$ cat config.mk
export PLATFORM = sky130hd
export DESIGN_NAME = udcp_core
export DESIGN_NICKNAME = d
export VERILOG_FILES = /design/src/design/udcp_pkg.sv /design/src/design/udcp_core.sv
export SDC_FILE = /design/constraint.sdc
export NUM_CORES = 1
export LEC_CHECK = 0
export BUFFER_PORTS_ARGS = -buffer_cell sky130_fd_sc_hd__buf_2
export CORE_ASPECT_RATIO = 0.7
export CORE_MARGIN = 10
export CORE_UTILIZATION = 30
export CTS_CLUSTER_SIZE = 25
export DETAILED_ROUTE_END_ITERATION = 12
export PLACE_DENSITY_LB_ADDON = 0.2
export SLEW_MARGIN = 40
export SYNTH_ARGS = -nofsm -noshare
export SYNTH_HDL_FRONTEND = slang
export SYNTH_SLANG_ARGS = --single-unit
$ cat constraint.sdc
create_clock -name mclk -period 3.44 [get_ports mclk]
set_input_delay 0.516 -clock mclk [delete_from_list [all_inputs] [get_ports mclk]]
set_output_delay 0.516 -clock mclk [all_outputs]
set_load 0.01 [all_outputs]
$ cat src/design/udcp_pkg.sv
// constants for the usb device command port: map, opcodes, fields
// assumes a byte-wide peripheral bus with one-cycle strobes
package udcp_pkg;
  localparam logic [15:0] ADDR_SETUP   = 16'h6000;
  localparam logic [15:0] ADDR_RDATA   = 16'h6001;
  localparam logic [15:0] ADDR_WDATA   = 16'h6002;
  localparam logic [15:0] ADDR_OPCODE  = 16'h6003;

  localparam logic [7:0] OP_CHIP_ID    = 8'hfd;
  localparam logic [7:0] OP_ERROR      = 8'hff;
  localparam logic [7:0] OP_FRAME      = 8'hf5;
  localparam logic [7:0] OP_INT_REG    = 8'hf4;
  localparam logic [7:0] OP_SET_MODE   = 8'hf3;
  localparam logic [7:0] OP_EP_ENABLE  = 8'hd8;
  localparam logic [7:0] OP_ADDRESS    = 8'hd0;
  localparam logic [7:0] OP_PORT_STAT  = 8'he0;
  localparam logic [7:0] OP_SEL_BASE   = 8'h00;
  localparam logic [7:0] OP_SEL_LAST   = 8'h06;
  localparam logic [7:0] OP_SELC_BASE  = 8'h40;
  localparam logic [7:0] OP_SELC_LAST  = 8'h46;
  localparam logic [7:0] OP_BUFFER     = 8'hf0;
  localparam logic [7:0] OP_CLR_BUF    = 8'hf2;
  localparam logic [7:0] OP_VALIDATE   = 8'hfa;

  localparam int          NUM_EP        = 7;
  localparam int          NUM_EP_INT    = 10;
  localparam int          BUF_DEPTH     = 64;
  localparam logic [7:0]  DIV_RESET     = 8'h03;
  localparam int          PULLUP_BIT    = 5;
  localparam int          NAK_BIT       = 0;
  localparam int          KEEPCLK_BIT   = 1;
  localparam int          ERR_FLAG_BIT  = 4;
  localparam int          DEV_INT_BIT   = 10;
  localparam int          PORT_INT_BIT  = 11;
  localparam int          FULL_BIT      = 0;
  localparam int          STALL_BIT     = 1;

  localparam logic [3:0] ERR_NONE      = 4'h0;
  localparam logic [3:0] ERR_PID_ENC   = 4'h1;
  localparam logic [3:0] ERR_PID_UNK   = 4'h2;
  localparam logic [3:0] ERR_UNEXP     = 4'h3;
  localparam logic [3:0] ERR_TOKEN_CRC = 4'h4;
  localparam logic [3:0] ERR_DATA_CRC  = 4'h5;
  localparam logic [3:0] ERR_TIMEOUT   = 4'h6;
  localparam logic [3:0] ERR_BABBLE    = 4'h7;
  localparam logic [3:0] ERR_EOP       = 4'h8;
  localparam logic [3:0] ERR_NAK_SENT  = 4'h9;
  localparam logic [3:0] ERR_STALL     = 4'ha;
  localparam logic [3:0] ERR_OVERRUN   = 4'hb;
  localparam logic [3:0] ERR_EMPTY_ISO = 4'hc;
  localparam logic [3:0] ERR_BITSTUFF  = 4'hd;
  localparam logic [3:0] ERR_SYNC      = 4'he;
  localparam logic [3:0] ERR_TOGGLE    = 4'hf;

  typedef enum logic [1:0] {
    UDCP_PH_IDLE,
    UDCP_PH_FIRST,
    UDCP_PH_SECOND,
    UDCP_PH_DONE
  } udcp_phase_e;
endpackage

$ cat src/design/udcp_core.sv
// usb device command port: opcode byte plus data bytes, two-entry
// read buffer, divided clock output from the 48 mhz clock
// assumes the usb engine feeds events on mclk; clk48 is a pin input
`timescale 1ns/100ps
// Overview of operation
// - four byte locations: configuration, command, write data, read data
// - chip id read as two bytes, low first
// - byte0 revision, byte1 name in low nibble
// - error opcode returns four-bit last error code
// - bit four flags error, cleared on new transfer
// - low error codes none through babble
// - high error codes eop through wrong toggle
// - frame opcode returns frame number in two bytes
// - interrupt opcode returns two source bytes
// - endpoint interrupt bits clear on endpoint select
// - status change bits clear on status read
// - refusal bit lets nak events raise interrupts
// - keep-clocks bit holds clocks through suspend
// - divided clock is 48 mhz over factor plus one, held high at factor 0
// - divider factor change never glitches output
// - bus reset leaves divider factor alone
// - endpoint enable, address, port status opcodes
// - select opcodes 00h-06h, optional one-byte read
// - select-clear 40h-46h, read byte mandatory
// - write versus read picks the shared opcode
// - clear/validate act on selected endpoint; one shared data buffer
// - config bit five selects pull-up resistor
module udcp_core
  import udcp_pkg::*;
#(
  parameter logic [7:0] REVISION = 8'h01, // arbitrary value
  parameter logic [3:0] PART_NAME = 4'h5  // arbitrary value
) (
  input  wire logic        mclk,                // bus clock
  input  wire logic        rst_n,               // async reset
  input  wire logic        clk_en,              // freezes state when low
  input  wire logic        clk48,               // 48 mhz pin
  input  wire logic [15:0] bus_addr,            // byte address
  input  wire logic        bus_wr,              // write strobe
  input  wire logic        bus_rd,              // read request
  input  wire logic [7:0]  bus_wdata,           // write data
  output logic      [7:0]  bus_rdata,           // read data
  output logic             bus_rvalid,          // read data valid
  input  wire logic        bus_rready,          // cpu takes read data
  input  wire logic        usb_bus_reset,       // usb bus reset event
  input  wire logic        sof_pulse,           // frame start
  input  wire logic [10:0] sof_frame,           // frame number
  input  wire logic        err_pulse,           // engine error event
  input  wire logic [3:0]  err_code,            // error encoding
  input  wire logic        xfer_start,          // new transfer
  input  wire logic [NUM_EP-1:0] ep_ack,        // ep transaction done
  input  wire logic [NUM_EP-1:0] ep_nak,        // ep nak sent
  input  wire logic        dev_stat_chg,        // device status change
  output logic             usb_int,             // interrupt to cpu
  output logic             divided_clock_out,   // divided clock
  output logic             pullup_select,       // 1 external pull-up
  output logic             keep_clocks_running, // hold clocks in suspend
  output logic             report_refusals,     // nak reporting
  output logic [6:0]       dev_address,         // device address
  output logic             dev_enable,          // function enable
  output logic [NUM_EP-1:0] ep_enable,          // endpoint enables
  output logic             port_connect         // embedded port on
);
  logic [7:0]  opcode_reg;
  udcp_phase_e phase_reg;
  logic [7:0]  setup_reg;
  logic [7:0]  mode_reg;
  logic [7:0]  div_reg;
  logic [4:0]  error_reg;
  logic [10:0] frame_reg;
  logic [NUM_EP_INT+1:0] int_reg;
  logic [15:0] ep_en_reg;
  logic [7:0]  addr_reg;
  logic        port_conn_reg;
  logic        port_chg_reg;
  logic [2:0]  sel_ep_reg;
  logic [1:0]  ep_stat_reg [NUM_EP];
  logic [7:0]  buf_mem [BUF_DEPTH];
  logic [5:0]  buf_ptr_reg;

  // write strobes decoded per location
  logic wr_op, wr_data, wr_setup, rd_req;
  assign wr_op    = clk_en && bus_wr && bus_addr == ADDR_OPCODE;
  assign wr_data  = clk_en && bus_wr && bus_addr == ADDR_WDATA;
  assign wr_setup = clk_en && bus_wr && bus_addr == ADDR_SETUP;

  function automatic logic is_sel(input logic [7:0] op);
    return op <= OP_SEL_LAST;
  endfunction
  function automatic logic is_selc(input logic [7:0] op);
    return op >= OP_SELC_BASE && op <= OP_SELC_LAST;
  endfunction

  // two-entry read buffer; a stalled cpu loses no byte
  logic [7:0] fifo_data [2];
  logic [1:0] fifo_cnt;
  logic       fifo_wr_ptr, fifo_rd_ptr;
  logic       fifo_ready, src_valid, pop;
  logic [7:0] src_byte;
  assign fifo_ready = fifo_cnt != 2'd2;
  assign pop = clk_en && bus_rvalid && bus_rready;
  // read requests only accepted while the buffer has room
  assign rd_req = clk_en && bus_rd && bus_addr == ADDR_RDATA
                  && fifo_ready;

  logic first_byte;
  assign first_byte = phase_reg == UDCP_PH_FIRST;
  assign src_valid  = rd_req && phase_reg != UDCP_PH_IDLE;

  always_comb begin
    src_byte = 8'h00;
    case (opcode_reg)
      OP_CHIP_ID: src_byte = first_byte ? REVISION
                                        : {4'h0, PART_NAME};
      OP_ERROR:   src_byte = {3'h0, error_reg};
      OP_FRAME:   src_byte = first_byte ? frame_reg[7:0]
                                        : {5'h00, frame_reg[10:8]};
      OP_INT_REG: src_byte = first_byte ? int_reg[7:0]
                                        : {4'h0, int_reg[11:8]};
      OP_PORT_STAT: src_byte = {6'h00, port_chg_reg, port_conn_reg};
      OP_BUFFER:  src_byte = buf_mem[buf_ptr_reg];
      OP_CLR_BUF: src_byte = 8'h00;
      default: begin
        if (is_sel(opcode_reg) || is_selc(opcode_reg)) begin
          src_byte = {6'h00, ep_stat_reg[sel_ep_reg]};
        end
      end
    endcase
  end

  always_ff @(posedge mclk or negedge rst_n) begin
    if (!rst_n) begin
      fifo_cnt    <= 2'd0;
      fifo_wr_ptr <= 1'b0;
      fifo_rd_ptr <= 1'b0;
      fifo_data[0] <= 8'h00;
      fifo_data[1] <= 8'h00;
    end else if (clk_en) begin
      if (src_valid) begin
        fifo_data[fifo_wr_ptr] <= src_byte;
        fifo_wr_ptr <= ~fifo_wr_ptr;
      end
      if (pop) begin
        fifo_rd_ptr <= ~fifo_rd_ptr;
      end
      fifo_cnt <= fifo_cnt + {1'b0, src_valid} - {1'b0, pop};
    end
  end

  always_ff @(posedge mclk or negedge rst_n) begin
    if (!rst_n) begin
      bus_rdata  <= 8'h00;
      bus_rvalid <= 1'b0;
    end else if (clk_en) begin
      bus_rvalid <= (fifo_cnt - {1'b0, pop}) != 2'd0 || src_valid;
      if (fifo_cnt - {1'b0, pop} != 2'd0) begin
        bus_rdata <= fifo_data[pop ? ~fifo_rd_ptr : fifo_rd_ptr];
      end else if (src_valid) begin
        bus_rdata <= src_byte;
      end
    end
  end

  // command sequencer: opcode then its data phase
  logic data_evt;
  assign data_evt = wr_data || rd_req;
  always_ff @(posedge mclk or negedge rst_n) begin
    if (!rst_n) begin
      opcode_reg <= 8'h00;
      phase_reg  <= UDCP_PH_IDLE;
    end else if (wr_op) begin
      opcode_reg <= bus_wdata;
      phase_reg  <= bus_wdata == OP_VALIDATE ? UDCP_PH_IDLE
                                             : UDCP_PH_FIRST;
    end else if (data_evt && phase_reg != UDCP_PH_IDLE) begin
      case (phase_reg)
        UDCP_PH_FIRST:  phase_reg <= opcode_reg == OP_BUFFER
                                     ? UDCP_PH_FIRST : UDCP_PH_SECOND;
        UDCP_PH_SECOND: phase_reg <= UDCP_PH_DONE;
        UDCP_PH_DONE:   phase_reg <= UDCP_PH_DONE;
        default:        phase_reg <= UDCP_PH_IDLE;
      endcase
    end
  end

  // configuration byte at its own location
  always_ff @(posedge mclk or negedge rst_n) begin
    if (!rst_n) begin
      setup_reg <= 8'h00;
    end else if (wr_setup) begin
      setup_reg <= bus_wdata;
    end
  end

  // mode and divider; usb bus reset deliberately not applied here
  always_ff @(posedge mclk or negedge rst_n) begin
    if (!rst_n) begin
      mode_reg <= 8'h00;
      div_reg  <= DIV_RESET;
    end else if (wr_data && opcode_reg == OP_SET_MODE) begin
      if (first_byte) begin
        mode_reg <= bus_wdata;
      end else if (phase_reg == UDCP_PH_SECOND) begin
        div_reg <= bus_wdata;
      end
    end
  end

  // configuration writes, direction picks the command
  always_ff @(posedge mclk or negedge rst_n) begin
    if (!rst_n) begin
      ep_en_reg     <= 16'h0000;
      addr_reg      <= 8'h00;
      port_conn_reg <= 1'b0;
    end else if (wr_data) begin
      if (opcode_reg == OP_EP_ENABLE && first_byte) begin
        ep_en_reg[7:0] <= bus_wdata;
      end else if (opcode_reg == OP_EP_ENABLE
                   && phase_reg == UDCP_PH_SECOND) begin
        ep_en_reg[15:8] <= bus_wdata;
      end else if (opcode_reg == OP_ADDRESS && first_byte) begin
        addr_reg <= bus_wdata;
      end else if (opcode_reg == OP_PORT_STAT && first_byte) begin
        port_conn_reg <= bus_wdata[0];
      end
    end
  end

  logic port_rd;
  assign port_rd = rd_req && opcode_reg == OP_PORT_STAT;
  always_ff @(posedge mclk or negedge rst_n) begin
    if (!rst_n) begin
      port_chg_reg <= 1'b0;
    end else if (clk_en) begin
      // a new event beats the clearing read
      if (usb_bus_reset) begin
        port_chg_reg <= 1'b1;
      end else if (port_rd) begin
        port_chg_reg <= 1'b0;
      end
    end
  end

  // endpoint selection and per-endpoint status
  always_ff @(posedge mclk or negedge rst_n) begin
    if (!rst_n) begin
      sel_ep_reg <= 3'd0;
    end else if (wr_op && (is_sel(bus_wdata) || is_selc(bus_wdata))) begin
      sel_ep_reg <= bus_wdata[2:0];
    end
  end

  always_ff @(posedge mclk or negedge rst_n) begin
    if (!rst_n) begin
      buf_ptr_reg <= 6'd0;
    end else if (wr_op && is_sel(bus_wdata)) begin
      buf_ptr_reg <= 6'd0;
    end else if (data_evt && opcode_reg == OP_BUFFER) begin
      buf_ptr_reg <= buf_ptr_reg + 6'd1;
    end
  end

  always_ff @(posedge mclk or negedge rst_n) begin
    if (!rst_n) begin
      for (int i = 0; i < BUF_DEPTH; i++) begin
        buf_mem[i] <= 8'h00;
      end
    end else if (wr_data && opcode_reg == OP_BUFFER) begin
      buf_mem[buf_ptr_reg] <= bus_wdata;
    end
  end

  for (genvar e = 0; e < NUM_EP; e++) begin : g_ep
    always_ff @(posedge mclk or negedge rst_n) begin
      if (!rst_n) begin
        ep_stat_reg[e] <= 2'b00;
      end else if (clk_en && sel_ep_reg == 3'(e)) begin
        if (ep_ack[e]) begin
          ep_stat_reg[e][FULL_BIT] <= 1'b1;
        end else if (wr_op && bus_wdata == OP_VALIDATE) begin
          ep_stat_reg[e][FULL_BIT] <= 1'b1;
        end else if (wr_op && bus_wdata == OP_CLR_BUF) begin
          ep_stat_reg[e][FULL_BIT] <= 1'b0;
        end
        if (wr_data && is_selc(opcode_reg)) begin
          ep_stat_reg[e][STALL_BIT] <= bus_wdata[0];
        end
      end else if (clk_en && ep_ack[e]) begin
        ep_stat_reg[e][FULL_BIT] <= 1'b1;
      end
    end

    // events set before selection clears, so none is lost
    always_ff @(posedge mclk or negedge rst_n) begin
      if (!rst_n) begin
        int_reg[e] <= 1'b0;
      end else if (clk_en) begin
        if (ep_ack[e] || (ep_nak[e] && mode_reg[NAK_BIT])) begin
          int_reg[e] <= 1'b1;
        end else if (wr_op && (is_sel(bus_wdata) || is_selc(bus_wdata))
                     && bus_wdata[2:0] == 3'(e)) begin
          int_reg[e] <= 1'b0;
        end
      end
    end
  end

  // reserved endpoint positions never set
  assign int_reg[NUM_EP_INT-1:NUM_EP] = '0;

  always_ff @(posedge mclk or negedge rst_n) begin
    if (!rst_n) begin
      int_reg[DEV_INT_BIT]  <= 1'b0;
      int_reg[PORT_INT_BIT] <= 1'b0;
    end else if (clk_en) begin
      if (dev_stat_chg) begin
        int_reg[DEV_INT_BIT] <= 1'b1;
      end else if (port_rd) begin
        int_reg[DEV_INT_BIT] <= 1'b0;
      end
      if (usb_bus_reset) begin
        int_reg[PORT_INT_BIT] <= 1'b1;
      end else if (port_rd) begin
        int_reg[PORT_INT_BIT] <= 1'b0;
      end
    end
  end

  // error code and frame capture
  always_ff @(posedge mclk or negedge rst_n) begin
    if (!rst_n) begin
      error_reg <= {1'b0, ERR_NONE};
      frame_reg <= 11'h000;
    end else if (clk_en) begin
      if (err_pulse) begin
        error_reg <= {1'b1, err_code};
      end else if (xfer_start) begin
        error_reg[ERR_FLAG_BIT] <= 1'b0;
      end
      if (sof_pulse) begin
        frame_reg <= sof_frame;
      end
    end
  end

  // clock output divider, counting 48 mhz pin edges sampled on mclk
  logic       c48_q1, c48_q2, c48_q3;
  logic [7:0] div_cnt_reg;
  always_ff @(posedge mclk or negedge rst_n) begin
    if (!rst_n) begin
      c48_q1 <= 1'b0;
      c48_q2 <= 1'b0;
      c48_q3 <= 1'b0;
    end else if (clk_en) begin
      c48_q1 <= clk48;
      c48_q2 <= c48_q1;
      c48_q3 <= c48_q2;
    end
  end

  // new factor taken only at period end, so no runt pulse
  logic       c48_rise;
  logic [7:0] div_act_reg;
  assign c48_rise = c48_q2 && !c48_q3;
  always_ff @(posedge mclk or negedge rst_n) begin
    if (!rst_n) begin
      div_cnt_reg       <= 8'h00;
      div_act_reg       <= DIV_RESET;
      divided_clock_out <= 1'b0;
    end else if (clk_en && c48_rise) begin
      if (div_cnt_reg >= div_act_reg) begin
        div_cnt_reg       <= 8'h00;
        div_act_reg       <= div_reg;
        divided_clock_out <= 1'b1;
      end else begin
        div_cnt_reg <= div_cnt_reg + 8'h01;
        if (div_cnt_reg == (div_act_reg >> 1)) begin
          divided_clock_out <= 1'b0;
        end
      end
    end
  end

  // registered outputs
  always_ff @(posedge mclk or negedge rst_n) begin
    if (!rst_n) begin
      usb_int             <= 1'b0;
      pullup_select       <= 1'b0;
      keep_clocks_running <= 1'b0;
      report_refusals     <= 1'b0;
      dev_address         <= 7'h00;
      dev_enable          <= 1'b0;
      ep_enable           <= '0;
      port_connect        <= 1'b0;
    end else if (clk_en) begin
      usb_int             <= |int_reg;
      pullup_select       <= setup_reg[PULLUP_BIT];
      keep_clocks_running <= mode_reg[KEEPCLK_BIT];
      report_refusals     <= mode_reg[NAK_BIT];
      dev_address         <= addr_reg[6:0];
      dev_enable          <= addr_reg[7];
      ep_enable           <= ep_en_reg[NUM_EP-1:0];
      port_connect        <= port_conn_reg;
    end
  end
endmodule

==> flow_summary.toml <==
[outcome]
outcome = "complete, no violations"

[place]
pre_cts_ws_ns = -0.330
hpwlAfterDp_mm = 73.4
place.port_buffers = 94
numPlacedInstances = 3929
gp_congestion = 0.861

[cts]
cts_buffers = 70
clock_latency_ns = 0.65
path_clk_slew_ns = 0.06
cts_htree_levels = 3
clkSinkCount = 666
cts_buffer_depth = 3
cts_tree = "done"
root_buffer = "clkbuf_16"

[global_route]
grt_max_degree = 97
antenna_found_initial = 2
grt_overflow = 0
grt_pass1_wl_mm = 160
grtUsageTotal = 0.179
grt_pass1_vias = 22800

[sta]
setup_violations = 0
clock-skew-final_ns = 0.0338
max-slew-margin-rel = 0.401
tns_ns = 0
hold_viol = 0
fin_crit_sh = 0.970
grt_setup_unrepaired = "no"
slew_viol_final = 0
worstMarginPinSlew_ns = 0.898
fin_ws_ns = 0.103
fin_crit_ns = 3.34
hold_slack_ns = 0.107
fmax_mhz = 300

[worst_setup_path]
path_class = "reg2reg"
required_ns = 3.96
crit_fanout = 20
cp-start-kind = "register"
ff2ff_setup_slack_ns = 0.10
r2r-end = "fifo_data[5]"
startpoint = "buf_ptr_reg[1]"
worstRegToRegCells = 10
crit_path_end_kind = "register"
cp.arrival_ns = 3.86
r2r_start = "buf_ptr_reg[1]"

[yosys]
synth_xor_area_frac = 0.00504
synth_top_family_by_area = "multiplexers"
synth_cell_types = 73
syn_nets = 2534
synth_top_area_cell = "dfrtp_1"
synth-edff-count = 0
synth-adder-area-share = 0.00480
synth_compound_area_frac = 0.0796
synth_async_sr_flop_share = 1.00
ys_seq_elements = 666
synth.area.mux_share = 0.283
ys_seq_area_frac = 0.533
synth_simple_gate_area_share = 0.0698
syn_inst = 2457
synth_warnings = 0
synthFlopType = "dfrtp_1"
netlist_area_sq_um = 31300
synth_area_leaders = "dfrtp_1, mux2_2, mux2i_1, nand2_1, mux4_2"
synth_top_area_frac = 0.530
syn_area_per_cell_sq_um = 12.7

[route]
routed.top_layer = "met5"
vias = 22100
drt-pass1-iter-count = 5
routed_via_density = 5.44
wl_met1_mm = 52.7
ant_nets = 0
dr_wl_met2_mm = 44.5
avgRoutedWirePerCell_um = 26.3
drc = 0
first_iter_violations = 1920
wl_mm = 107
wl_met3_mm = 7.17

[floorplanning]
start_util = 0.304
die-width_um = 406
die_h_um = 290
ios = 95
dieArea_sq_um = 118000
core_area_sq_um = 103000
rows = 98

[layout]
final_cell_mix = "dfrtp_1, mux2_2, buf_4, nand2_1, mux2i_1"
num-fill-cells = 9995
stdcell_count = 4060
final_common_cell = "dfrtp_1"
antennaDiodeCount = 0
final_layout_size_suffix_gt1_frac = 0.410
syn_to_final_growth_pct = 17.9
nets = 2733
largest_reg_flops = 512
final_core_util = 0.359

[hold_path]
hold_depth = 2
hold_start = "err_code[3]"
hold_end = "error_reg[3]"
hold_class = "in2reg"

[power]
p_leak_nw = 17.3
ir_worst_vdd_uv = 351
power.density_nw_per_um2 = 442

[job]
drv_cap = 0
-- cell usage after synthesis (14+ instances only) --
master,instances
a211oi_1,14
a21oi_1,51
a221oi_1,33
a22o_1,21
a22oi_1,35
and3_1,15
buf_2,27
clkbuf_1,122
dfrtp_1,662
inv_1,21
mux2_2,626
mux2i_1,129
mux4_2,23
nand2_1,140
nand2b_1,17
nand3_1,26
nor2_1,84
nor2_2,14
nor3_1,34
o21ai_0,79
o22ai_1,47
-- power breakdown --
group | total [mW] | internal, mW | leakage, nW | switching [mW]
logic | 0.527 | 0.128 | 6.99 | 0.398
clock network | 7.88 | 4.54 | 1.15 | 3.35
registers | 7.91 | 7.88 | 9.14 | 0.0301
-- what timing repair did --
action                                 in CTS  in global routing
endpoints found under the hold margin      57                  0
hold buffers                                1                  0
buffers inserted                            0                  3
setup endpoints to repair                   4                  6
gates resized for setup                     3                  2
-- how the worst max path moves through the flow --
stage | to | slack, ns
floorplan | ep_en_reg[0] | 0.62
global placement | bus_rdata[2] | -0.31
detailed placement | bus_rdata[2] | -0.33
CTS | bus_rdata[2] | 0.008
global route | fifo_data[14] | 0.06
finish | fifo_data[5] | 0.10
-- final cells by class --
class / count / area, sq um / area share
Clock buffer: 102 / 2050 / 0.0557
Clock inverter: 24 / 273 / 0.00740
Inverter: 22 / 82.6 / 0.00224
Multi-Input combinational cell: 1602 / 13900 / 0.377
Sequential cell: 666 / 16700 / 0.452
Tap cell: 1350 / 1690 / 0.0458
Timing Repair Buffer: 294 / 2200 / 0.0597
-- worst max-delay path: stages (launching register included) --
cell and delay [ns]:
dfrtp_4 0.64, buf_12 0.23, and2_1 0.17, buf_4 0.24, a22oi_1 0.31, o21ai_0 0.16
o21ai_0 0.32, o211ai_1 0.31, nor4_1 0.50, buf_4 0.22, o21ai_0 0.09
-- kinds of logic after synthesis --
kind of cell    Yosys count
buf+inv                 189
compound gates          365
mux                     778
simple gates            429
flops                   666
fa+ha+maj                12
xor+xnor                 18
-- layer usage --
layer  GRT usage  up-vias
li1            -     9466
met1       0.274    11800
met2       0.251      726
met3      0.0395      160
met4      0.0444        2
met5           0        -
-- stage by stage --
stage	area [sq um]	total power [mW]
5_1_grt	36900	16.9
3_5_place_dp	34500	8.59
6_report	36900	16.3
4_1_cts	36800	16.5
3_3_place_gp	34400	8.58
2_1_floorplan	31300	8.22
(Power assumes the default switching activity.)
